$ cat config.mk
export PLATFORM = sky130hd
export DESIGN_NAME = flash_ctl
export DESIGN_NICKNAME = d
export VERILOG_FILES = /design/src/flash_ctl_pkg.sv /design/src/flash_ctl.sv
export SDC_FILE = /design/constraint.sdc
export NUM_CORES = 1
export LEC_CHECK = 0
export BUFFER_PORTS_ARGS = -buffer_cell sky130_fd_sc_hd__clkbuf_2
export CAP_MARGIN = 10
export CELL_PAD_IN_SITES_DETAIL_PLACEMENT = 0
export CELL_PAD_IN_SITES_GLOBAL_PLACEMENT = 2
export CORE_ASPECT_RATIO = 0.9
export CORE_MARGIN = 5
export CORE_UTILIZATION = 35
export CTS_CLUSTER_SIZE = 30
export DETAILED_ROUTE_END_ITERATION = 16
export PLACE_DENSITY = 0.77
export SLEW_MARGIN = 5
export SYNTH_ARGS = -nofsm -noshare
export SYNTH_HDL_FRONTEND = slang
export SYNTH_SLANG_ARGS = --single-unit
$ cat constraint.sdc
create_clock -name i_clock -period 5.2 [get_ports i_clock]
set_input_delay 0.52 -clock i_clock [delete_from_list [all_inputs] [get_ports i_clock]]
set_output_delay 0.52 -clock i_clock [all_outputs]
set_load 0.02 [all_outputs]
$ cat src/flash_ctl_pkg.sv
// Functional notes
// - thermistor below threshold interrupts LED current
// - thermistor trip in flash: torch or off
// - thermistor detector powered only during events
// - thermistor event clears operating mode bits
// - input undervoltage: shutdown and set flag
// - undervoltage lockout held until flags read
// - monitor enable zero disables undervoltage lockout
// - undervoltage event clears operating mode bits
// - die overheat: stop, flag, clear, standby
// - restart after flags read; still hot refaults
// - led or output short sets fault flag
// - overvoltage in flash or torch: open fault
// - led pin low in flash/torch: short
// - led check after 256us, output 2.048ms
// - led flag cleared by read; clears mode
// - precharge output, then step current to target
// - sixteen flash current levels via control register
// - flash from register or strobe, full ramp
// - register flash: time-out clears mode bits
// - strobe flash clears mode; host rewrites
// - torch-to-flash level: clear only on time-out
// - any fault locks enable bits until read
// - eight time-outs, 100 to 800 ms
`default_nettype none
package flash_ctl_pkg;
  localparam int CLK_HZ = 25_000_000;
  localparam int CYC_PER_US = CLK_HZ / 1_000_000;
  localparam int LED_DLY_US = 256;
  localparam int LED_DLY_CYC = LED_DLY_US * CYC_PER_US;
  localparam int VOUT_DLY_US = 2048;
  localparam int VOUT_DLY_CYC = VOUT_DLY_US * CYC_PER_US;
  localparam int TOUT_STEP_MS = 100;
  localparam int TOUT_STEP_CYC = TOUT_STEP_MS * 1000 * CYC_PER_US;
  localparam int RAMP_STEP_US = 32;
  localparam int RAMP_STEP_CYC = RAMP_STEP_US * CYC_PER_US;
  // register indices; byte address is four times the index
  localparam logic [3:0] REG_FILT = 4'h0;
  localparam logic [3:0] REG_INPUT_VOLTAGE_FLASH_MONITOR = 4'h1;
  localparam logic [3:0] REG_NTC = 4'h2;
  localparam logic [3:0] REG_CFG = 4'h7;
  localparam logic [3:0] REG_FEAT = 4'h8;
  localparam logic [3:0] REG_CUR = 4'h9;
  localparam logic [3:0] REG_EN = 4'hA;
  localparam logic [3:0] REG_FLAGS = 4'hB;
  localparam logic [7:0] RST_FILT = 8'h04;
  localparam logic [7:0] RST_INPUT_VOLTAGE_FLASH_MONITOR = 8'h80;
  localparam logic [7:0] RST_NTC = 8'h12;
  localparam logic [7:0] RST_CFG = 8'h78;
  localparam logic [7:0] RST_FEAT = 8'hD2;
  localparam logic [7:0] RST_CUR = 8'h0F;
  localparam logic [7:0] RST_EN = 8'h00;
  localparam logic [7:0] RST_FLAGS = 8'h00;
  localparam logic [7:0] RST_OTHER = 8'h00;
  // field positions
  localparam int INPUT_VOLTAGE_FLASH_MONITOR_UV_EN = 7;
  localparam int CFG_LEVEL = 7;
  localparam int CFG_NTC_SEL = 3;
  localparam int EN_NTC = 6;
  localparam int EN_STROBE = 5;
  localparam int EN_TORCH = 4;
  localparam int EN_PRECHG = 2;
  localparam int FL_TOUT = 0;
  localparam int FL_INPUT_UNDERVOLTAGE_LOCKOUT = 1;
  localparam int FL_TSD = 2;
  localparam int FL_LED = 3;
  localparam int FL_NTC = 4;
  localparam logic [1:0] MODE_OFF = 2'h0;
  localparam logic [1:0] MODE_TORCH = 2'h2;
  localparam logic [1:0] MODE_FLASH = 2'h3;
  typedef enum logic [1:0] {
    ST_IDLE = 2'b00,
    ST_PRECHG = 2'b01,
    ST_RUN = 2'b10
  } state_t;
  typedef struct packed {
    logic strobe;
    logic torch;
    logic input_undervoltage_lockout_trip;
    logic die_hot;
    logic ntc_below;
    logic ovp;
    logic led_low;
    logic vout_low;
    logic vout_ready;
  } sense_t;
  typedef struct packed {
    logic converter_on;
    logic precharge;
    logic led_on;
    logic flash_scale;
    logic [3:0] level;
    logic ntc_on;
    logic [2:0] ntc_thresh;
  } drive_t;
endpackage
`default_nettype wire

$ cat src/flash_ctl.sv
`default_nettype none
module flash_ctl #(
  parameter int unsigned LED_DLY = flash_ctl_pkg::LED_DLY_CYC,
  parameter int unsigned VOUT_DLY = flash_ctl_pkg::VOUT_DLY_CYC,
  parameter int unsigned TOUT_STEP = flash_ctl_pkg::TOUT_STEP_CYC,
  parameter int unsigned RAMP_STEP = flash_ctl_pkg::RAMP_STEP_CYC,
  // silicon revision code, arbitrary value
  parameter logic [2:0] SILICON_REV = 3'h1
) (
  input wire logic i_clock,
  input wire logic i_nrst,
  input wire logic i_wb_cyc,
  input wire logic i_wb_stb,
  input wire logic i_wb_we,
  input wire logic [7:0] i_wb_adr,
  input wire logic [3:0] i_wb_sel,
  input wire logic [31:0] i_wb_dat,
  output logic [31:0] o_wb_dat,
  output logic o_wb_ack,
  input wire flash_ctl_pkg::sense_t i_sense,
  output flash_ctl_pkg::drive_t o_drive
);
  import flash_ctl_pkg::*;

  ////////////////////////////////////////////////////////////////////////////
  // pin synchronisers
  sense_t s1_ff;
  sense_t s2_ff;
  logic strobe_prev_ff;
  always_ff @(posedge i_clock) begin
    if (!i_nrst) begin
      s1_ff <= '0;
      s2_ff <= '0;
      strobe_prev_ff <= 1'b0;
    end else begin
      s1_ff <= i_sense;
      s2_ff <= s1_ff;
      strobe_prev_ff <= s2_ff.strobe;
    end
  end
  wire strobe_rise = s2_ff.strobe & ~strobe_prev_ff;

  ////////////////////////////////////////////////////////////////////////////
  // wishbone decode
  logic ack_ff;
  logic [31:0] dat_ff;
  logic [7:0] regs_ff [0:9];
  logic [7:0] en_ff;
  logic [7:0] flags_ff;
  logic lock_ff;
  wire [3:0] idx = i_wb_adr[5:2];
  wire mapped = (i_wb_adr[7:6] == 2'h0) && (idx <= REG_FLAGS);
  wire req = i_wb_cyc & i_wb_stb & ~ack_ff;
  wire wr = req & i_wb_we & i_wb_sel[0] & mapped;
  wire rd_flags = req & ~i_wb_we & mapped & (idx == REG_FLAGS);
  wire wr_en = wr & (idx == REG_EN);
  wire [7:0] gen_rd = (idx <= 4'h9) ? regs_ff[idx] : RST_OTHER;
  wire [7:0] rd_byte = !mapped ? RST_OTHER :
    (idx == REG_EN) ? en_ff :
    (idx == REG_FLAGS) ? flags_ff :
    (idx == REG_FILT) ? {regs_ff[0][7:3], SILICON_REV} : gen_rd;

  function automatic logic [7:0] rst_val(input int i);
    case (i)
      0: rst_val = RST_FILT;
      1: rst_val = RST_INPUT_VOLTAGE_FLASH_MONITOR;
      2: rst_val = RST_NTC;
      7: rst_val = RST_CFG;
      8: rst_val = RST_FEAT;
      9: rst_val = RST_CUR;
      default: rst_val = RST_OTHER;
    endcase
  endfunction

  always_ff @(posedge i_clock) begin
    if (!i_nrst) begin
      ack_ff <= 1'b0;
      dat_ff <= 32'h0000_0000;
    end else begin
      ack_ff <= req;
      if (req) begin
        dat_ff <= {24'h00_0000, rd_byte};
      end
    end
  end

  always_ff @(posedge i_clock) begin
    for (int i = 0; i < 10; i++) begin
      if (!i_nrst) begin
        regs_ff[i] <= rst_val(i);
      end else if (wr && idx == 4'(i)) begin
        regs_ff[i] <= i_wb_dat[7:0];
      end
    end
  end

  ////////////////////////////////////////////////////////////////////////////
  // configuration fields
  wire uv_en = regs_ff[REG_INPUT_VOLTAGE_FLASH_MONITOR][INPUT_VOLTAGE_FLASH_MONITOR_UV_EN];
  wire cfg_level = regs_ff[REG_CFG][CFG_LEVEL];
  wire ntc_to_torch = regs_ff[REG_CFG][CFG_NTC_SEL];
  wire [2:0] tout_code = regs_ff[REG_FEAT][2:0];
  wire [3:0] flash_code = regs_ff[REG_CUR][3:0];
  wire [3:0] torch_code = {1'b0, regs_ff[REG_CUR][6:4]};
  wire [1:0] mode = en_ff[1:0];
  wire [31:0] tout_lim = 32'(TOUT_STEP * (32'(tout_code) + 32'h0000_0001));

  ////////////////////////////////////////////////////////////////////////////
  // activation requests
  state_t st_ff;
  state_t nxt_st;
  logic strobe_hold_ff;
  logic ntc_dim_ff;
  logic [3:0] level_ff;
  logic [3:0] nxt_level;
  logic [31:0] step_cnt_ff;
  logic [31:0] tout_cnt_ff;
  logic [31:0] act_cnt_ff;
  logic flash_act_ff;
  logic ntc_on_ff;
  // edge strobe latched until time-out, lock, or the mode leaves flash
  wire strobe_go = ~en_ff[EN_STROBE] |
    (cfg_level ? s2_ff.strobe : strobe_hold_ff);
  wire want_flash = ~lock_ff & (mode == MODE_FLASH) & strobe_go;
  wire want_torch = ~lock_ff & ((mode == MODE_TORCH) |
    (en_ff[EN_TORCH] & s2_ff.torch));
  wire want = want_flash | want_torch;
  wire active = st_ff != ST_IDLE;
  wire tout_evt = active & want_flash & (tout_cnt_ff == tout_lim - 1);
  // level strobe dropped early: flash ends, mode kept only for torch-to-flash
  wire strobe_end = flash_act_ff & ~want_flash & (mode == MODE_FLASH)
    & ~lock_ff;
  wire end_clear = strobe_end & ~en_ff[EN_TORCH];

  ////////////////////////////////////////////////////////////////////////////
  // faults
  wire led_chk = act_cnt_ff >= LED_DLY;
  wire vout_chk = act_cnt_ff >= VOUT_DLY;
  wire led_bad = s2_ff.ovp | s2_ff.led_low;
  wire led_fault = (st_ff == ST_RUN) & want &
    ((led_chk & led_bad) | (vout_chk & s2_ff.vout_low));
  wire uv_fault = s2_ff.input_undervoltage_lockout_trip & uv_en;
  wire tsd_fault = s2_ff.die_hot;
  wire ntc_trip = ntc_on_ff & s2_ff.ntc_below;
  wire ntc_dim = ntc_trip & want_flash & ntc_to_torch;
  wire ntc_fault = ntc_trip & ~ntc_dim;
  // dimmed flash defers the mode clear to its own end
  wire dim_end = ntc_dim_ff & (tout_evt | strobe_end);
  wire fault = uv_fault | tsd_fault | led_fault | ntc_fault | dim_end;
  wire [7:0] evts = {3'h0, ntc_trip, led_fault, tsd_fault, uv_fault,
    tout_evt};

  ////////////////////////////////////////////////////////////////////////////
  // enable register: hardware clears win over host writes
  logic [7:0] nxt_en;
  logic [7:0] lock_mask;
  always_comb begin
    lock_mask = 8'h00;
    lock_mask[EN_TORCH] = 1'b1;
    lock_mask[EN_PRECHG] = 1'b1;
    lock_mask[1:0] = 2'h3;
    nxt_en = en_ff;
    if (wr_en) begin
      nxt_en = lock_ff ? ((en_ff & lock_mask) | (i_wb_dat[7:0] & ~lock_mask))
        : i_wb_dat[7:0];
    end
    if (tout_evt | end_clear) begin
      nxt_en[1:0] = MODE_OFF;
    end
    if (fault | lock_ff) begin
      nxt_en = nxt_en & ~lock_mask;
    end
  end

  always_ff @(posedge i_clock) begin
    if (!i_nrst) begin
      en_ff <= RST_EN;
      flags_ff <= RST_FLAGS;
      lock_ff <= 1'b0;
    end else begin
      en_ff <= nxt_en;
      // new events win over the clearing read
      flags_ff <= (flags_ff & ~(rd_flags ? 8'hFF : 8'h00)) | evts;
      lock_ff <= fault | (lock_ff & ~rd_flags);
    end
  end

  ////////////////////////////////////////////////////////////////////////////
  // start-up sequencer and current ramp
  wire [3:0] target = (want_flash & ~ntc_dim_ff & ~ntc_dim) ?
    flash_code : torch_code;
  wire step_due = step_cnt_ff >= RAMP_STEP - 1;
  always_comb begin
    nxt_st = st_ff;
    nxt_level = level_ff;
    case (st_ff)
      ST_IDLE: begin
        if (want) begin
          nxt_st = s2_ff.vout_ready ? ST_RUN : ST_PRECHG;
        end
      end
      ST_PRECHG: begin
        if (!want) begin
          nxt_st = ST_IDLE;
        end else if (s2_ff.vout_ready) begin
          nxt_st = ST_RUN;
        end
      end
      ST_RUN: begin
        if (!want) begin
          nxt_st = ST_IDLE;
          nxt_level = 4'h0;
        end else if (level_ff > target) begin
          nxt_level = target;
        end else if (step_due && level_ff < target) begin
          nxt_level = level_ff + 4'h1;
        end
      end
      default: begin
        nxt_st = ST_IDLE;
        nxt_level = 4'h0;
      end
    endcase
  end

  always_ff @(posedge i_clock) begin
    if (!i_nrst) begin
      st_ff <= ST_IDLE;
      level_ff <= 4'h0;
      step_cnt_ff <= 32'h0000_0000;
      tout_cnt_ff <= 32'h0000_0000;
      act_cnt_ff <= 32'h0000_0000;
      flash_act_ff <= 1'b0;
      strobe_hold_ff <= 1'b0;
      ntc_dim_ff <= 1'b0;
      ntc_on_ff <= 1'b0;
    end else begin
      st_ff <= nxt_st;
      level_ff <= nxt_level;
      step_cnt_ff <= (st_ff != ST_RUN || step_due) ? 32'h0000_0000
        : step_cnt_ff + 32'h0000_0001;
      tout_cnt_ff <= (active && want_flash) ? tout_cnt_ff + 32'h0000_0001
        : 32'h0000_0000;
      // saturates once the slower output-node check is armed
      act_cnt_ff <= !active ? 32'h0000_0000 :
        (vout_chk ? act_cnt_ff : act_cnt_ff + 32'h0000_0001);
      flash_act_ff <= active & want_flash;
      // edge strobe must latch before it can raise the flash request
      if (tout_evt || lock_ff || mode != MODE_FLASH) begin
        strobe_hold_ff <= 1'b0;
      end else if (strobe_rise) begin
        strobe_hold_ff <= 1'b1;
      end
      ntc_dim_ff <= (ntc_dim_ff | ntc_dim) & want_flash;
      ntc_on_ff <= en_ff[EN_NTC] & (nxt_st != ST_IDLE);
    end
  end

  ////////////////////////////////////////////////////////////////////////////
  // outputs
  always_ff @(posedge i_clock) begin
    if (!i_nrst) begin
      o_drive <= '0;
    end else begin
      o_drive.converter_on <= nxt_st != ST_IDLE;
      o_drive.precharge <= nxt_st == ST_PRECHG;
      o_drive.led_on <= (nxt_st == ST_RUN) & ~ntc_fault;
      o_drive.flash_scale <= want_flash & ~ntc_dim_ff & ~ntc_dim;
      o_drive.level <= nxt_level;
      o_drive.ntc_on <= en_ff[EN_NTC] & (nxt_st != ST_IDLE);
      o_drive.ntc_thresh <= regs_ff[REG_NTC][2:0];
    end
  end
  assign o_wb_ack = ack_ff;
  assign o_wb_dat = dat_ff;
endmodule
`default_nettype wire

## After elaboration in Yosys (flattened, before gate mapping)

Memories as Yosys holds them, arrays and structs flattened. A register that Yosys moved wholly into a read port is not among the register bits.
Cells that the tools add are included.

| word-level totals | value |
|---|---|
| bits in registers | 155 |
| memory bits (writable) | 80 |
| input port bits | 58 |
| word-level logic and storage cells | 250 |
| memories | 1 |

| operators by class | value |
|---|---|
| add/sub/neg operators | 6 |
| multipliers | 1 |
| magnitude comparators | 7 |
| eq/ne operators | 21 |
| muxes and demuxes | 68 |
| bitwise operators | 77 |
| reductions and logical operators | 30 |

Memory list:

| memory | words | width | read ports | clocked after memory_dff | wr ports | RTL line | text |
|---|---|---|---|---|---|---|---|
| regs_ff | 10 | 8 | 7 | 1 | 10 | flash_ctl.sv:47 | `logic [7:0] regs_ff [0:9];` |

Operators by type and width:

| operator | count |
|---|---|
| 2-to-1 mux 8 bit | 25 |
| adder 32 x 1 -> 32 bit (second input constant) | 3 |
| bitwise AND 1 bit | 36 |
| == test 32 bit | 1 |
| greater-or-equal comparator 32 x 10 -> 1 bit (second input constant) | 1 |
| greater-or-equal comparator 32 x 13 -> 1 bit (second input constant) | 1 |
| greater-or-equal comparator 32 x 16 -> 1 bit (second input constant) | 1 |
| 2-to-1 mux 1 bit | 32 |
| subtractor 26 x 1 -> 27 bit (second input constant) | 1 |
| bitwise OR 1 bit | 24 |
| multiplier 17 x 4 -> 21 bit (first input constant) | 1 |
| == test 4 x 3 -> 1 bit (second input constant) | 4 |
| == test 4 bit (second input constant) | 4 |
| 2-to-1 mux 4 bit | 4 |
| logical AND 1 bit | 13 |
| NOT 1 bit | 13 |
| 2-to-1 mux 2 bit | 5 |
| bitwise AND 8 bit | 1 |
| == test 2 bit (second input constant) | 4 |
| == test 4 x 2 -> 1 bit (second input constant) | 2 |
| less-or-equal comparator 4 bit (second input constant) | 2 |
| NOT 8 bit | 1 |
| bitwise OR 5 x 8 -> 8 bit | 1 |
| bitwise OR 8 x 5 -> 8 bit | 1 |
| 18 further kinds | 29 |

## Logic depth before layout (Yosys ltp)

An unclocked memory read counts as a cell.

| depth | value |
|---|---|
| depth in word-level cells | 15 |
| gate-level depth with buffers | 17 |
| depth with buffers taken out | 16 |

## Worst setup path after synthesis

OpenSTA, ideal clock, no wires.

| timing | value |
|---|---|
| path type | flip-flop to flip-flop |
| start point | memory regs_ff[8][1] |
| end point | register lock_ff |
| library setup time | 0.120 ns |
| data arrival time | 4.739 ns |
| required time | 5.080 ns |
| path slack | 0.341 ns |
| cell stages (with the launch flop) | 17 |
| path buffers | 1 |
| period minus slack after synthesis | 4.859 ns |
| cell sequence | edfxtp_1 ha_1 clkbuf_1 xnor2_2 inv_1 ha_1 fa_1 ha_1 or2_1 a21o_1 a21o_1 or4_4 nor4b_2 xnor2_1 and4bb_1 o2111a_2 o31a_1 |

RTL lines:

| element | RTL line | text |
|---|---|---|
| start: declaration | flash_ctl.sv:47 |  |
| end signal: assignment | flash_ctl.sv:184 | `lock_ff <= fault \| (lock_ff & ~rd_flags);` |
| end: declaration | flash_ctl.sv:50 | `logic lock_ff;` |

==> results.json <==
{
  "grt.overflow.total": 0,
  "cts_sinks": 235,
  "fin_skew_ns": 0.02494,
  "clkLatencyLatePin_ns": 0.55,
  "cts_setup_buffers": 0,
  "ant_nets": 0,
  "avgSynthCellArea_um2": 10.06,
  "synth_compound_area_share_pct": 9.116,
  "rsz0062_at_grt": "false",
  "synth_top_family_by_area": "simple AND/OR/NAND/NOR gates",
  "core_mm2": 0.03173,
  "syn_area_mm2": 0.01119,
  "synthArstFlopShare_pct": 0,
  "critPathKind": "register to register",
  "antenna_cells": 0,
  "route.final.wire_length_mm": 26.32,
  "routabilityCongestion": 0.8069,
  "cts_tree": "done",
  "worst_slew_margin_rel_pct": 22.52,
  "pwr-share-seq_pct": 46.7,
  "die_w_um": 198.4,
  "fp.dieH_um": 179.6,
  "p_int_w": 0.003178,
  "drc": 0,
  "worst_ep_arrival_time_ns": 5.30,
  "synthMostInstantiatedCell": "dfxtp_1",
  "max_freq_mhz": 207.4,
  "grtUsageMet1_pct": 21.66,
  "clkTransAtPathRegs_ns": 0.06,
  "dp_hpwl_mm": 18.78,
  "die_area_mm2": 0.03564,
  "switching_power_w": 0.0009912,
  "syn_inst": 1112,
  "antenna_found_initial": 0,
  "grt.busiest_layer": "met2",
  "post-route-worst-setup-slack_ns": 0.3779,
  "cp.required_ns": 5.67,
  "synthAdderAreaFrac_pct": 3.937,
  "nNetsFinal": 1275,
  "area_growth_pct": 14.50,
  "cp-end-kind": "register",
  "hp-class": "input pin to register",
  "cts.path.max_buffers": 3,
  "ys_seq_area_share_pct": 48.95,
  "synth-simple-area-share_pct": 22.00,
  "grt_util_met2_pct": 22.49,
  "finalSetupViolations": 0,
  "numPortBuffers": 49,
  "drtIter0Drc": 321,
  "yosysTopAreaCell": "dfxtp_1",
  "via_per_inst": 4.832,
  "ios": 103,
  "tightest_slew_ns": 1.150,
  "peakVddDrop_mv": 0.2674,
  "final.setup.tns_ns": 0,
  "drt_pass1_iterations": 6,
  "synth_warnings": 0,
  "start_util_pct": 35.26,
  "cts.root.buffer_cell": "clkbuf_16",
  "grt_pass1_wl_mm": 42.58,
  "synth_seq_cells": 235,
  "synth_commonest_cells": "dfxtp_1, nor2_1, and2_1",
  "h-tree-depth": 1,
  "fin_crit_ns": 4.822,
  "grt_pass1_vias": 7706,
  "netlist_top_cells_area": "dfxtp_1, edfxtp_1, and2_1",
  "p_leak_nw": 4.805,
  "p_sw_share_pct": 23.78,
  "drv_cap": 0,
  "hold_violations": 0,
  "drv_slew": 0,
  "critical_path.max_fanout": 7,
  "route.detailed.wl_per_inst_um": 16.26,
  "cts_hold_buf": 0,
  "dpl_worst_slack_ns": 0.4420,
  "drive_gt1_share_pct": 12.39,
  "ys.flop_type": "dfxtp_1",
  "period_share_pct": 92.73,
  "cellPowerDensity_mw_per_mm2": 325.5,
  "status": "completed",
  "synth_top_area_share_pct": 28.28,
  "synth-edff-count": 77,
  "start_kind": "register",
  "muxShareOfSynthArea_pct": 4.430,
  "via_count": 7823,
  "globalRouteTotalUtil_pct": 14.66,
  "numCtsBuffers": 26,
  "met3_usage_pct": 2.452,
  "comb_power_share_pct": 8.9,
  "row_count": 62,
  "cts_resized": 0,
  "synth-xor-area-share_pct": 7.517,
  "synth_cell_type_count": 75,
  "clockPowerShare_pct": 44.5,
  "grt_start_max_net_pins": 42
}
## layout make-up
class                   instances  area [µm²]
clock buffers                  37       785.8
clock inverters                11       106.4
fillers                      3151       18920
inverters                      22       82.58
multi-input cells             828        5430
flip-flops and latches        235        5475
well taps                     416       520.5
repair buffers                 70       406.6
## metal layers
metal / wire length, µm / vias up / part of all wire, %
met5: 0 / - / 0
li1: - / 3973 / -
met1: 13060 / 3702 / 50
met4: 620 / 0 / 2.4
met2: 11710 / 111 / 44
met3: 927 / 37 / 3.5
## critical path, cell delays in order (launching register included)
cell	delay (ns)
edfxtp_1	0.40
ha_1	0.25
xnor2_2	0.16
inv_1	0.15
ha_1	0.36
fa_1	0.47
ha_1	0.27
a211oi_1	0.45
o21ai_0	0.20
xnor2_1	0.19
or4_4	0.58
or2_2	0.33
o21ai_0	0.22
and4_1	0.22
o2111a_2	0.33
o31a_1	0.16
## sequential cells by signal (all words and copies together) (netlist names)
register	count
o_wb_ack	1
tout_cnt_ff	32
o_wb_dat	8
act_cnt_ff	32
s2_ff	8
o_drive	12
flash_act_ff	1
step_cnt_ff	32
lock_ff	1
st_ff	2
tsd_fault	1
strobe_hold_ff	1
ntc_dim_ff	1
regs_ff	77
en_ff	8
s1_ff	9
flags_ff	8
strobe_prev_ff	1
## logic make-up (layout without fill, tap and decap cells)
kind of cell             count (synthesis)  after routing
AO/OA/AOI/OAI                          154            154
XOR/XNOR                                92             92
adder cells (fa/ha/maj)                 34             34
buffers and inverters                   94            140
flip-flops                             235            235
multiplexers                            34             34
other                                    1             46
AND/OR/NAND/NOR                        468            468
## power by group through the flow
stage / Combinational (W) / Clock (W) / Sequential, W
2_1_floorplan: 0.000277 / 0 / 0.00198
3_3_place_gp: 0.000368 / 0 / 0.00198
3_5_place_dp: 0.000369 / 0 / 0.00199
4_1_cts: 0.000371 / 0.00191 / 0.00195
5_1_grt: 0.000409 / 0.00199 / 0.00195
6_report: 0.000370 / 0.00185 / 0.00195
## path summary, 6_finish.rpt
path,startpoint,endpoint,slack (ns),cells past startpoint
hold / removal,i_sense[0],s1_ff[0]$_SDFF_PN0_,0.18,2
setup reg to reg,regs_ff[8][1]$_SDFFCE_PN1P_,lock_ff$_SDFF_PN0_,0.38,15
setup / recovery,regs_ff[8][1]$_SDFFCE_PN1P_,lock_ff$_SDFF_PN0_,0.38,15
hold reg to reg,s1_ff[1]$_SDFF_PN0_,s2_ff[1]$_SDFF_PN0_,0.43,1
## per-stage QoR
step	std cells	util, %	instance area, µm²	total power (W)	hold slack [ns]
final	1619	40.37	12810	0.004169	0.1793
after global routing	1619	40.37	12810	0.004345	0.1702
after CTS	1618	40.33	12800	0.004227	0.1534
after detailed placement	1570	37.52	11900	0.002355	0.4233
after global placement	1570	37.52	11900	0.002353	0.4224
after floorplan	1157	-	11350	0.002258	0.4119
## cell usage in the layout (no fill, tap or decap), types with 5 or more instances in the layout
cell type  synthesis  routed
xnor2_1           43      43
conb_1             1      46
mux2i_1           18      18
nand4_1           14      14
nand2_1           65      65
o21ai_0           42      41
a211oi_1           6       6
clkbuf_16          0      28
ha_1              32      32
and2_1           106     106
or3_1             23      23
nor4_1            15      15
inv_1             21      21
or2_2              8       8
nand3_1           32      32
nor2_1           127     127
o21a_1             6       6
buf_4             25      20
nand2b_1          12      12
clkbuf_2           0      50
a21oi_1           37      37
edfxtp_1          77      77
clkinv_2           0       6
a22oi_1           12      12
and3_1            16      16
xor2_1            46      46
dfxtp_1          158     158
clkbuf_8           0       5
o211ai_1           5       5
mux4_2            12      12
nor3_1            16      16
nor2b_1            9       9
(Power assumes the default switching activity.)
